File: src/rtl/gcd_pkg.sv
package gcd_pkg;

    // pin counts of the two ports
    localparam int PC_PINS      = 21;
    localparam int PD_PINS      = 8;
    localparam int PC_HIGH_BITS = 5;
    localparam int PC_LOW_BITS  = 16;
    localparam int ALL_PINS     = PC_PINS + PD_PINS;

    // register port geometry
    localparam int ADDR_W = 4;
    localparam int DATA_W = 16;

    // register indices on the plain register port
    localparam logic [ADDR_W-1:0] ADDR_PC_HIGH = 4'h0;
    localparam logic [ADDR_W-1:0] ADDR_PC_LOW  = 4'h1;
    localparam logic [ADDR_W-1:0] ADDR_PD_LOW  = 4'h2;

    // field positions
    localparam int PC_HIGH_LSB = 16;
    localparam int PC_HIGH_MSB = 20;
    localparam int PD_MSB      = 7;

    // reset values and writable masks
    localparam logic [DATA_W-1:0]  REG_RESET    = 16'h0000;
    localparam logic [PC_PINS-1:0] PC_RESET     = 21'h000000;
    localparam logic [PD_PINS-1:0] PD_RESET     = 8'h00;
    localparam logic [DATA_W-1:0]  PC_HIGH_MASK = 16'h001F;
    localparam logic [DATA_W-1:0]  PD_MASK      = 16'h00FF;
    localparam logic [DATA_W-1:0]  RD_IDLE      = 16'h0000;

    // per-pin selections from the pin function controller
    typedef struct packed {
        logic [PC_PINS-1:0] dir;   // 1 general output, 0 general input
        logic [PC_PINS-1:0] gpio;  // 1 general port, 0 other function
    } gcd_pc_mode_s;

    typedef struct packed {
        logic [PD_PINS-1:0] dir;
        logic [PD_PINS-1:0] gpio;
    } gcd_pd_mode_s;

    // register port request
    typedef struct packed {
        logic              wr;
        logic              rd;
        logic [ADDR_W-1:0] addr;
        logic [DATA_W-1:0] wdata;
    } gcd_req_s;

endpackage

File: src/rtl/gcd_port_data.sv
// Functional notes
// - first port has 21 pins; high reg bits 4..0 are pins 20..16, low reg pins 15..0.
// - first port data registers are 16-bit read/write, one bit per pin in order.
// - first port high register bits 15..5 read zero; software writes zero.
// - direction 1 (general output) drives the written data bit onto the pin.
// - general output pins read back the stored register bit, not the pin.
// - direction 0 (general input) pins read the current pin level.
// - general input pins accept writes but the pin is not driven.
// - other-function pins read the register bit and writes never drive the pin.
// - second port has 8 pins in bits 7..0 of one 16-bit read/write register.
// - second port bits 15..8 read zero; software writes only zero.
// - second port behaves like the first in input, output and other-function modes.
//
// Implementation choices: the address-and-strobe port and the address map.
`timescale 1ns/100ps
module gcd_port_data
    import gcd_pkg::*;
(
    // clock and reset
    input  wire logic               clk,
    input  wire logic               rst,
    // register port
    input  wire logic [ADDR_W-1:0]  addr,
    input  wire logic [DATA_W-1:0]  wr_data,
    input  wire logic               wr_strobe,
    input  wire logic               rd_strobe,
    output logic      [DATA_W-1:0]  rd_data,
    // pin function controller selections
    input  wire gcd_pc_mode_s       pc_mode,
    input  wire gcd_pd_mode_s       pd_mode,
    // first port pins
    input  wire logic [PC_PINS-1:0] pc_pin_in,
    output logic      [PC_PINS-1:0] pc_pin_out,
    output logic      [PC_PINS-1:0] pc_pin_oe_n,
    // second port pins
    input  wire logic [PD_PINS-1:0] pd_pin_in,
    output logic      [PD_PINS-1:0] pd_pin_out,
    output logic      [PD_PINS-1:0] pd_pin_oe_n
);

    gcd_req_s           req;
    logic [PC_PINS-1:0] pc_data_reg;
    logic [PC_PINS-1:0] pc_data_next;
    logic [PD_PINS-1:0] pd_data_reg;
    logic [PD_PINS-1:0] pd_data_next;
    logic [ALL_PINS-1:0] pin_sync;
    logic [PC_PINS-1:0] pc_pin_sync;
    logic [PD_PINS-1:0] pd_pin_sync;
    logic [PC_PINS-1:0] pc_in_sel;
    logic [PD_PINS-1:0] pd_in_sel;
    logic [PC_PINS-1:0] pc_view;
    logic [PD_PINS-1:0] pd_view;
    logic [DATA_W-1:0]  rd_next;

    assign req.wr    = wr_strobe;
    assign req.rd    = rd_strobe;
    assign req.addr  = addr;
    assign req.wdata = wr_data;

    // pins come from outside the clock domain
    gcd_sync2 #(
        .WIDTH    (ALL_PINS)
    ) u_pin_sync (
        .clk      (clk),
        .rst      (rst),
        .async_in ({pd_pin_in, pc_pin_in}),
        .sync_out (pin_sync)
    );

    assign pc_pin_sync = pin_sync[PC_PINS-1:0];
    assign pd_pin_sync = pin_sync[ALL_PINS-1:PC_PINS];

    // a pin reads back its level only as a general input
    assign pc_in_sel = pc_mode.gpio & ~pc_mode.dir;
    assign pd_in_sel = pd_mode.gpio & ~pd_mode.dir;

    // per-bit read view: pin level for inputs, stored bit otherwise
    genvar gi;
    generate
        for (gi = 0; gi < ALL_PINS; gi++) begin : g_view
            if (gi < PC_PINS) begin : g_pc
                assign pc_view[gi] = pc_in_sel[gi] ? pc_pin_sync[gi]
                                                   : pc_data_reg[gi];
            end else begin : g_pd
                assign pd_view[gi-PC_PINS] = pd_in_sel[gi-PC_PINS]
                                           ? pd_pin_sync[gi-PC_PINS]
                                           : pd_data_reg[gi-PC_PINS];
            end
        end
    endgenerate

    // write decode; every mode stores the bit, only the pin enable differs
    always_comb begin
        pc_data_next = pc_data_reg;
        pd_data_next = pd_data_reg;
        if (req.wr) begin
            case (req.addr)
                ADDR_PC_HIGH: begin
                    pc_data_next[PC_HIGH_MSB:PC_HIGH_LSB] =
                        req.wdata[PC_HIGH_BITS-1:0];
                end
                ADDR_PC_LOW: begin
                    pc_data_next[PC_LOW_BITS-1:0] = req.wdata;
                end
                ADDR_PD_LOW: begin
                    pd_data_next = req.wdata[PD_MSB:0];
                end
                default: begin
                    pc_data_next = pc_data_reg;
                end
            endcase
        end
    end

    always_ff @(posedge clk) begin
        if (rst) begin
            pc_data_reg <= PC_RESET;
        end else begin
            pc_data_reg <= pc_data_next;
        end
    end

    always_ff @(posedge clk) begin
        if (rst) begin
            pd_data_reg <= PD_RESET;
        end else begin
            pd_data_reg <= pd_data_next;
        end
    end

    // read mux; reserved bits are never sourced from storage
    always_comb begin
        rd_next = RD_IDLE;
        if (req.rd) begin
            case (req.addr)
                ADDR_PC_HIGH: begin
                    rd_next = PC_HIGH_MASK
                            & {{(DATA_W-PC_HIGH_BITS){1'b0}},
                               pc_view[PC_HIGH_MSB:PC_HIGH_LSB]};
                end
                ADDR_PC_LOW: begin
                    rd_next = pc_view[PC_LOW_BITS-1:0];
                end
                ADDR_PD_LOW: begin
                    rd_next = PD_MASK & {{(DATA_W-PD_PINS){1'b0}}, pd_view};
                end
                default: begin
                    rd_next = RD_IDLE;
                end
            endcase
        end
    end

    // read data stand only in the cycle after the read strobe
    always_ff @(posedge clk) begin
        if (rst) begin
            rd_data <= RD_IDLE;
        end else begin
            rd_data <= rd_next;
        end
    end

    // the data registers themselves are the pin output flip-flops
    assign pc_pin_out = pc_data_reg;
    assign pd_pin_out = pd_data_reg;

    // drive only general outputs; an other-function pin belongs to its peripheral
    always_ff @(posedge clk) begin
        if (rst) begin
            pc_pin_oe_n <= {PC_PINS{1'b1}};
        end else begin
            pc_pin_oe_n <= ~(pc_mode.gpio & pc_mode.dir);
        end
    end

    always_ff @(posedge clk) begin
        if (rst) begin
            pd_pin_oe_n <= {PD_PINS{1'b1}};
        end else begin
            pd_pin_oe_n <= ~(pd_mode.gpio & pd_mode.dir);
        end
    end
endmodule

File: src/rtl/gcd_sync2.sv
`timescale 1ns/100ps
module gcd_sync2 #(
    parameter int WIDTH = 1
) (
    // clock and reset
    input  wire logic             clk,
    input  wire logic             rst,
    // asynchronous levels in, synchronised levels out
    input  wire logic [WIDTH-1:0] async_in,
    output logic      [WIDTH-1:0] sync_out
);

    logic [WIDTH-1:0] meta_reg;

    // first stage feeds only the second stage
    always_ff @(posedge clk) begin
        if (rst) begin
            meta_reg <= '0;
            sync_out <= '0;
        end else begin
            meta_reg <= async_in;
            sync_out <= meta_reg;
        end
    end

endmodule

File: config.mk
export PLATFORM = sky130hd
export DESIGN_NAME = gcd_port_data
export DESIGN_NICKNAME = d
export VERILOG_FILES = /design/src/rtl/gcd_pkg.sv /design/src/rtl/gcd_port_data.sv /design/src/rtl/gcd_sync2.sv
export SDC_FILE = /design/constraint.sdc
export NUM_CORES = 1
export LEC_CHECK = 0
export ABC_AREA = 1
export BUFFER_PORTS_ARGS = -buffer_cell sky130_fd_sc_hd__buf_4
export CAP_MARGIN = 20
export CORE_MARGIN = 2
export CORE_UTILIZATION = 43
export DETAILED_ROUTE_END_ITERATION = 12
export HOLD_SLACK_MARGIN = 0.03
export MAX_ROUTING_LAYER = met4
export PLACE_DENSITY = 0.75
export SYNTH_ARGS = -nofsm -noshare
export SYNTH_HDL_FRONTEND = slang
export SYNTH_SLANG_ARGS = --single-unit
File: constraint.sdc
create_clock -name clk -period 0.9 [get_ports clk]
set_clock_uncertainty 0.05 [all_clocks]
set_input_delay 0.09 -clock clk [delete_from_list [all_inputs] [get_ports clk]]
set_output_delay 0.09 -clock clk [all_outputs]
set_load 0.02 [all_outputs]
==> metrics.md, run 1 <==
| Metric | Value |
|---|---|
| Status | `complete, but fails checks` |
| Failing checks | `negative hold slack, negative setup slack` |
| Vias per cell | `4.919` |
| Simple-gate share of the synthesized area | `0.2674` |
| Worst hold stages | `5` |
| Max VDD drop | `slightly above 1 mV` |
| Crit-path slowest cell | `dfxtp_2` |
| Placed cell areas | `0.006182 sq mm` |
| Post-Route Setup TNS | `-15.60 ns` |
| Post-synthesis mux area share | `0` |
| Final setup viols | `83` |
| Rows | `37` |
| Worst EP required | `0.76 ns` |
| P&R area growth vs syn | `88.08%` |
| CTS tree | `yes` |
| Period utilisation layout | `1.275` |
| Largest area contributor in the synthesized netlist | `dfxtp_1` |
| Post-Syn Area | `0.004599 sq mm` |
| Num ports | `185` |
| Die area | `0.01154 sq mm` |
| Synth async-reset ratio | `0` |
| Mean Syn Cell Area | `7.835 sq um` |
| Starting Density | `0.4435` |
| Cell variety after synth | `16` |
| Worst-path cell chain | `buf_6` |
| Pwr dens | `1735 mW/mm^2` |
| RSZ-0062 raised after global routing | `yes` |
| Synth area leaders | `dfxtp_1 57%, nand2_1 11%, nand3_1 9.1%, inv_1 7.6%, nor2_1 5.5%` |
| Synth top cells by count | `132 x dfxtp_1, 131 x nand2_1, 93 x inv_1` |
| Max frequency | `871.6 MHz` |
| Clock latency on the worst-skew pair | `roughly 0.52 ns` |
| Worst slew pin tran | `between 0.3 and 0.4 ns` |
| Combinational power share | `0.112` |
| Switching power total | `3402 uW` |
| Gpl congestion | `0.7728` |
| Longest Clk Path Bufs | `2` |
| Crit path largest cell delay | `0.36 ns` |
| Synth Area in XOR/XNOR | `0` |
| Ys flop type | `dfxtp_1` |
| Share of layout cells above drive strength 1 | `0.4154` |
| Crit path DAT | `1.01 ns` |
| First-pass GRT wire length | `25.94 mm` |
| Compound-gate portion of the synthesized area | `0.05223` |
| Drt pass-1 iters | `4` |
| Count leader, synth | `dfxtp_1` |
| Yosys warning count | `0` |
| Post-synth top area share | `0.5745` |
| Max Slew Vio Count | `0` |
| Pre-CTS worst setup slack | `-0.2169 ns` |
| CP Depth | `1` |
| Worst Path Buf+Inv | `1` |
| Seq/Total Area, Yosys | `0.5745` |
| Syn Inst Count | `587` |
| CTS root buf | `clkbuf_8` |
| # DRC | `0` |
| Post-DRT Antenna Nets | `0` |
| Hold WC Path Type | `in2reg` |
| Cell count after placement | `901` |
| Die Height | `about 110 microns` |
| Syn_nets | `698` |
| Final Critical Period | `approximately 1.1 ns` |
| Crit. End Element | `output pin` |
| Clock sinks | `132` |
| Core ar. | `0.01037 sq mm` |
| Cts bufs inserted | `17` |
| Fin cells | `~1,100` |
| Critical Path Start Type | `register` |
| Crit path max fanout | `2` |
| Wirelength per Cell | `roughly 17 microns` |
| Overall die width | `107.4 microns` |
| Total global routing overflow | `0` |
| Max Cap Viol | `0` |
| Switching share of power | `0.2267` |
| Crit path kind | `reg2out` |
| H-tree levels | `4` |
| Reg power frac | `0.408` |
| Final Hold Fails | `2` |
| Final WL | `17.96 mm` |
| Crit-path leading delay family | `flip-flops` |
| Synthesized flop and latch total | `132` |
| Synth Area in Adders | `0` |
| Largest family of logic cells by synthesized area | `simple AND/OR/NAND/NOR gates` |
| Largest net degree at the start of global routing | `60` |
| Total Nets Final | `1,032` |
| Post-synth EDFFs | `0` |
| Fin area | `0.008651 sq mm` |
| Leakage | `0.004141 uW` |
| DR vias | `5,273` |
| Number of port buffers | `184` |
| Rel. slew slack | `0.7337` |
| Clock power share | `0.480` |
| Worst hold-check slack | `-0.001775 ns` |
| GRT Total Usage | `0.3072` |
| First DRT Iteration DRCs | `286` |
| FF-to-FF path depth | `7` |
| Int Pwr | `about 12,000 uW` |
| Dpl hpwl | `9.181 mm` |
| Vias in the first global route | `5,460` |
| Clk pin slew, worst setup/hold paths | `0.06 ns` |
| Antenna violations before repair | `0` |
| Final Worst Setup Slack | `-0.2473 ns` |
==> area by class of cell <==
type / count / area, sq um
Clock buffer: 19 / 441.7
Inverter: 98 / 367.9
Antenna cell: 2 / 5.005
Multi-Input combinational cell: 336 / 1595
Sequential cell: 132 / 2743
Clock inverter: 13 / 181.4
Fill cell: 565 / 1719
Timing Repair Buffer: 336 / 3147
Tap cell: 136 / 170.2
==> routing by layer <==
layer / wire length, microns / track usage / up-vias
met4: 736 / 0.1749 / 0
li1: - / - / 2467
met5: 0 / - / -
met2: 9764 / 0.5601 / 274
met1: 6234 / 0.2987 / 2470
met3: 1219 / 0.06961 / 62
==> cell usage in the layout, fill, tap and decap left out, types with 7 or more instances in the layout <==
| cell type | synthesis | routed |
|---|---|---|
| dfxtp_1 | 132 | 58 |
| nand2_1 | 131 | 100 |
| dfxtp_2 | 0 | 71 |
| dlygate4sd3_1 | 0 | 106 |
| clkbuf_16 | 0 | 16 |
| nand2_2 | 2 | 32 |
| buf_6 | 3 | 83 |
| buf_4 | 1 | 142 |
| inv_1 | 93 | 91 |
| nor2_1 | 67 | 67 |
| nand3_1 | 84 | 80 |
| inv_2 | 5 | 7 |
| a21oi_1 | 40 | 36 |
==> repair_timing <==
| item | in CTS | in global routing |
|---|---|---|
| hold buffers | 107 | 3 |
| pin swaps | 1 | 25 |
| setup endpoints to repair | 74 | 193 |
| hold endpoints to repair | 129 | 36 |
| gates resized for setup | 149 | 61 |
| buffers inserted | 27 | 5 |
==> per-stage QoR <==
step             util  power [uW]
2_1_floorplan       -        6670
3_3_place_gp   0.5962        7314
3_5_place_dp   0.5962        7344
4_1_cts        0.8136       14890
5_1_grt        0.8337       15460
6_report       0.8342       15010
==> logic make-up (layout without fill, tap and decap cells) <==
family | Yosys count | in the layout
AO/OA/AOI/OAI | 48 | 48
buffers and inverters | 119 | 466
other | 0 | 2
flip-flops | 132 | 132
AND/OR/NAND/NOR | 288 | 288
==> power groups by stage <==
stage / combinational, uW / sequential (uW) / clock (uW)
2_1_floorplan: 374 / 6300 / 0
3_3_place_gp: 1100 / 6220 / 0
3_5_place_dp: 1120 / 6220 / 0
4_1_cts: 1570 / 6120 / 7210
5_1_grt: 1800 / 6130 / 7530
6_report: 1690 / 6120 / 7200
==> final timing paths <==
check / from / to / slack, ns
hold / removal: rst / rd_data[6] / -0.002
hold reg to reg: u_pin_sync.meta_reg[0] / u_pin_sync.sync_out[0] / 0.35
setup / recovery: pc_pin_out[20] / pc_pin_out[20] / -0.25
setup reg to reg: pc_pin_out[19] / rd_data[3] / -0.14
Note: power is estimated with default switching activity, not from simulation.
==> run 2, diff against run 1 <==
Settings changed: CELL_PAD_IN_SITES_DETAIL_PLACEMENT from default to 1, CELL_PAD_IN_SITES_GLOBAL_PLACEMENT from default to 1, CORE_UTILIZATION 43 to 30, PLACE_DENSITY 0.75 to default, PLACE_DENSITY_LB_ADDON from default to 0.1, SYNTH_HIERARCHICAL from default to 1.
==> run 2 against run 1 <==
Against the previous run: the run ends with negative setup slack left; fmax increased by 10%; routed wire length decreased by 1.6%; count of clock-buffer cells in the layout increased by 4; critical path depth unchanged; final cell count increased by 4.9%; non-clock buffer count increased by 3; final area increased by 1.2%; power decreased by 3.9%; core utilization decreased by 25 points; register-to-register slack improved by 0.05 ns; global-route usage decreased by 8.3 points; critical path type unchanged; critical endpoint is now pd_pin_out[5]; largest cell class unchanged; highest routed layer unchanged.
==> metrics.md, run 2 <==
| Metric | Value |
|---|---|
| Reg2reg end | `rd_data[4]` |
| Post-Syn Area | `0.004606 sq mm` |
| Hold EP | `rd_data[7]` |
| Critical Path Start Type | `register` |
| Gpl congestion | `around 0.74` |
| Crit path max fanout | `2` |
| Post-DRT Antenna Nets | `0` |
| Clock sinks | `approximately 130` |
| Cts bufs inserted | `17` |
| Final WL | `17.68 mm` |
| Synth async-reset ratio | `0` |
| Period utilisation layout | `1.154` |
| Final core occ | `0.5801` |
| Longest Clk Path Bufs | `2` |
| First DRT Iteration DRCs | `231` |
| Max VDD drop | `1.126 mV` |
| Failing checks | `negative setup slack` |
| Yosys warning count | `6` |
| Crit path kind | `reg2out` |
| Final Hold Fails | `0` |
| Share of layout cells above drive strength 1 | `0.4290` |
| Register Area | `0.002748 sq mm` |
| GRT Total Usage | `0.2242` |
| DR vias | `4,992` |
| First-pass GRT wire length | `27.37 mm` |
| P&R area growth vs syn | `90.06%` |
| Hold WC Path Type | `in2reg` |
| Worst Path Buf+Inv | `1` |
| Hold path start | `rd_strobe` |
| CTS root buf | `clkbuf_16` |
| RSZ-0062 raised after global routing | `yes` |
| Fin cells | `roughly 1,100` |
| Pwr dens | `1647 mW/mm^2` |
| Largest area contributor in the synthesized netlist | `dfxtp_1` |
| Seq/Total Area, Yosys | `0.5738` |
| Worst-path cell chain | `buf_6` |
| Status | `complete, but fails checks` |
| Total power | `between 10,000 and 15,000 uW` |
| R2R Path Start | `pd_pin_out[4]` |
| Ys flop type | `dfxtp_1` |
| Most common cell after layout, fill and taps aside | `buf_4` |
| Die Height | `127.9 microns` |
| # diodes | `0` |
| Largest family of logic cells by synthesized area | `simple AND/OR/NAND/NOR gates` |
| Clk pin slew, worst setup/hold paths | `0.06 ns` |
| Syn_nets | `697` |
| Total global routing overflow | `0` |
| Rows | `45` |
| Commonest non-fill, non-tap cells in the layout | `143 x buf_4, 105 x dlygate4sd3_1, 97 x nand2_1` |
| Starting Density | `0.3052` |
| Worst slew pin tran | `0.2437 ns` |
| Core ar. | `0.01509 sq mm` |
| CP Depth | `1` |
| Total Nets Final | `1,035` |
| Crit-path slowest cell | `dfxtp_2` |
| Worst hold stages | `4` |
| Die area | `0.01636 sq mm` |
| FF-to-FF path depth | `7` |
| Final Worst Setup Slack | `-0.1384 ns` |
| R2R setup slack | `-0.09 ns` |
| Mean Syn Cell Area | `7.860 sq um` |
| Vias in the first global route | `5,468` |
| Compound-gate portion of the synthesized area | `0.05216` |
| Vias per cell | `4.437` |
| Synthesized flop and latch total | `132` |
| Clock latency on the worst-skew pair | `0.41 ns` |
| Final Critical Period | `1.038 ns` |
| Max Cap Viol | `0` |
| Max Slew Vio Count | `0` |
| Post-synth top area share | `0.5738` |
| Drt pass-1 iters | `4` |
| Cell variety after synth | `16` |
| Post-synth EDFFs | `0` |
| Synth top cells by count | `132 x dfxtp_1, 132 x nand2_1, 97 x inv_1` |
| Synth Area in Adders | `0` |
| Overall die width | `127.9 microns` |
| Num ports | `around 190` |
| Synth area leaders | `dfxtp_1 57%, nand2_1 11%, nand3_1 9.1%, inv_1 7.9%, nor2_1 5.5%` |
| Crit path DAT | `0.90 ns` |
| Synth Area in XOR/XNOR | `0` |
| Largest net degree at the start of global routing | `between 50 and 60` |
| Worst EP required | `0.76 ns` |
| Area of the multi-input gates | `between 0.0015 and 0.002 sq mm` |
| Simple-gate share of the synthesized area | `0.2643` |
| Crit. End Element | `output pin` |
| H-tree levels | `4` |
| Post-synthesis mux area share | `0` |
| Final setup viols | `82` |
| Dpl hpwl | `10.69 mm` |
| Wirelength per Cell | `15.71 microns` |
| Cell count after placement | `968` |
| Crit-path leading delay family | `flip-flops` |
| Leakage | `a little over 0.004 uW` |
| Antenna violations before repair | `0` |
| Fillers | `1,733` |
| Syn Inst Count | `586` |
| Number of port buffers | `approximately 180` |
| # DRC | `0` |
| CTS tree | `yes` |
| Rel. slew slack | `0.8376` |
| Max frequency | `around 960 MHz` |
| Crit path largest cell delay | `0.36 ns` |
## run 2: final cells by class
type                    instances  share of cell area
repair buffers                339              0.3648
flip-flops and latches        132              0.3139
multi-input cells             336              0.1878
clock buffers                  23             0.05575
inverters                      98             0.04202
well taps                     188             0.02687
clock inverters                 9            0.008862
## run 2: per-stage QoR
| step | setup TNS, ns | hold WS, ns | cell area (sq um) | worst slack, ns |
|---|---|---|---|---|
| 2_1_floorplan | 0 | 0.1247 | 4616 | 0.02389 |
| 6_report | -7.839 | 0.03120 | 8753 | -0.1384 |
| 3_3_place_gp | -5.140 | 0.2407 | 6382 | -0.1651 |
| 3_5_place_dp | -6.076 | 0.2456 | 6382 | -0.2210 |
| 5_1_grt | -10.66 | 0.03122 | 8753 | -0.1781 |
| 4_1_cts | -9.471 | 0.009278 | 8477 | -0.1713 |
## run 2: kinds of logic (layout without fill, tap and decap cells)
logic type | after synthesis | in the layout
simple gates | 288 | 288
flops | 132 | 132
buf+inv | 118 | 469
compound gates | 48 | 48
## run 2: where the power goes
part / internal (uW) / switching (uW)
clock network: 4070 / 2550
registers: 6040 / 76.7
logic: 944 / 743
total: 11000 / 3370
## run 2: worst max-delay path by stage
stage | from | slack (ns) | end
after global routing | pc_pin_out[0] | -0.18 | pc_pin_out[0]
after CTS | pc_pin_out[0] | -0.17 | pc_pin_out[0]
after detailed placement | addr[3] | -0.22 | pc_pin_out[18]
after global placement | addr[3] | -0.17 | rd_data[3]
final | pd_pin_out[5] | -0.14 | pd_pin_out[5]
after floorplan | addr[3] | 0.02 | pc_pin_out[11]
## run 2: tightest hold or removal path, cell delays in order
cell	delay (ns)
buf_4	0.11
nand2_1	0.08
buf_4	0.14
a21oi_2	0.03
## run 2: metal layers
layer,share of wire,vias to the layer above,wire length [microns],track usage
li1,-,2466,-,-
met5,0,-,0,-
met3,0.042,29,738,0.05008
met2,0.52,128,9153,0.3894
met1,0.42,2369,7436,0.2511
met4,0.020,0,346,0.08727
## run 2: timing repair
| item | CTS | global route |
|---|---|---|
| buffers inserted | 24 | 11 |
| setup endpoints to repair | 74 | 87 |
| pin swaps | 2 | 27 |
| hold buffers | 104 | 2 |
| resized for setup | 157 | 74 |
| hold endpoints to repair | 98 | 4 |
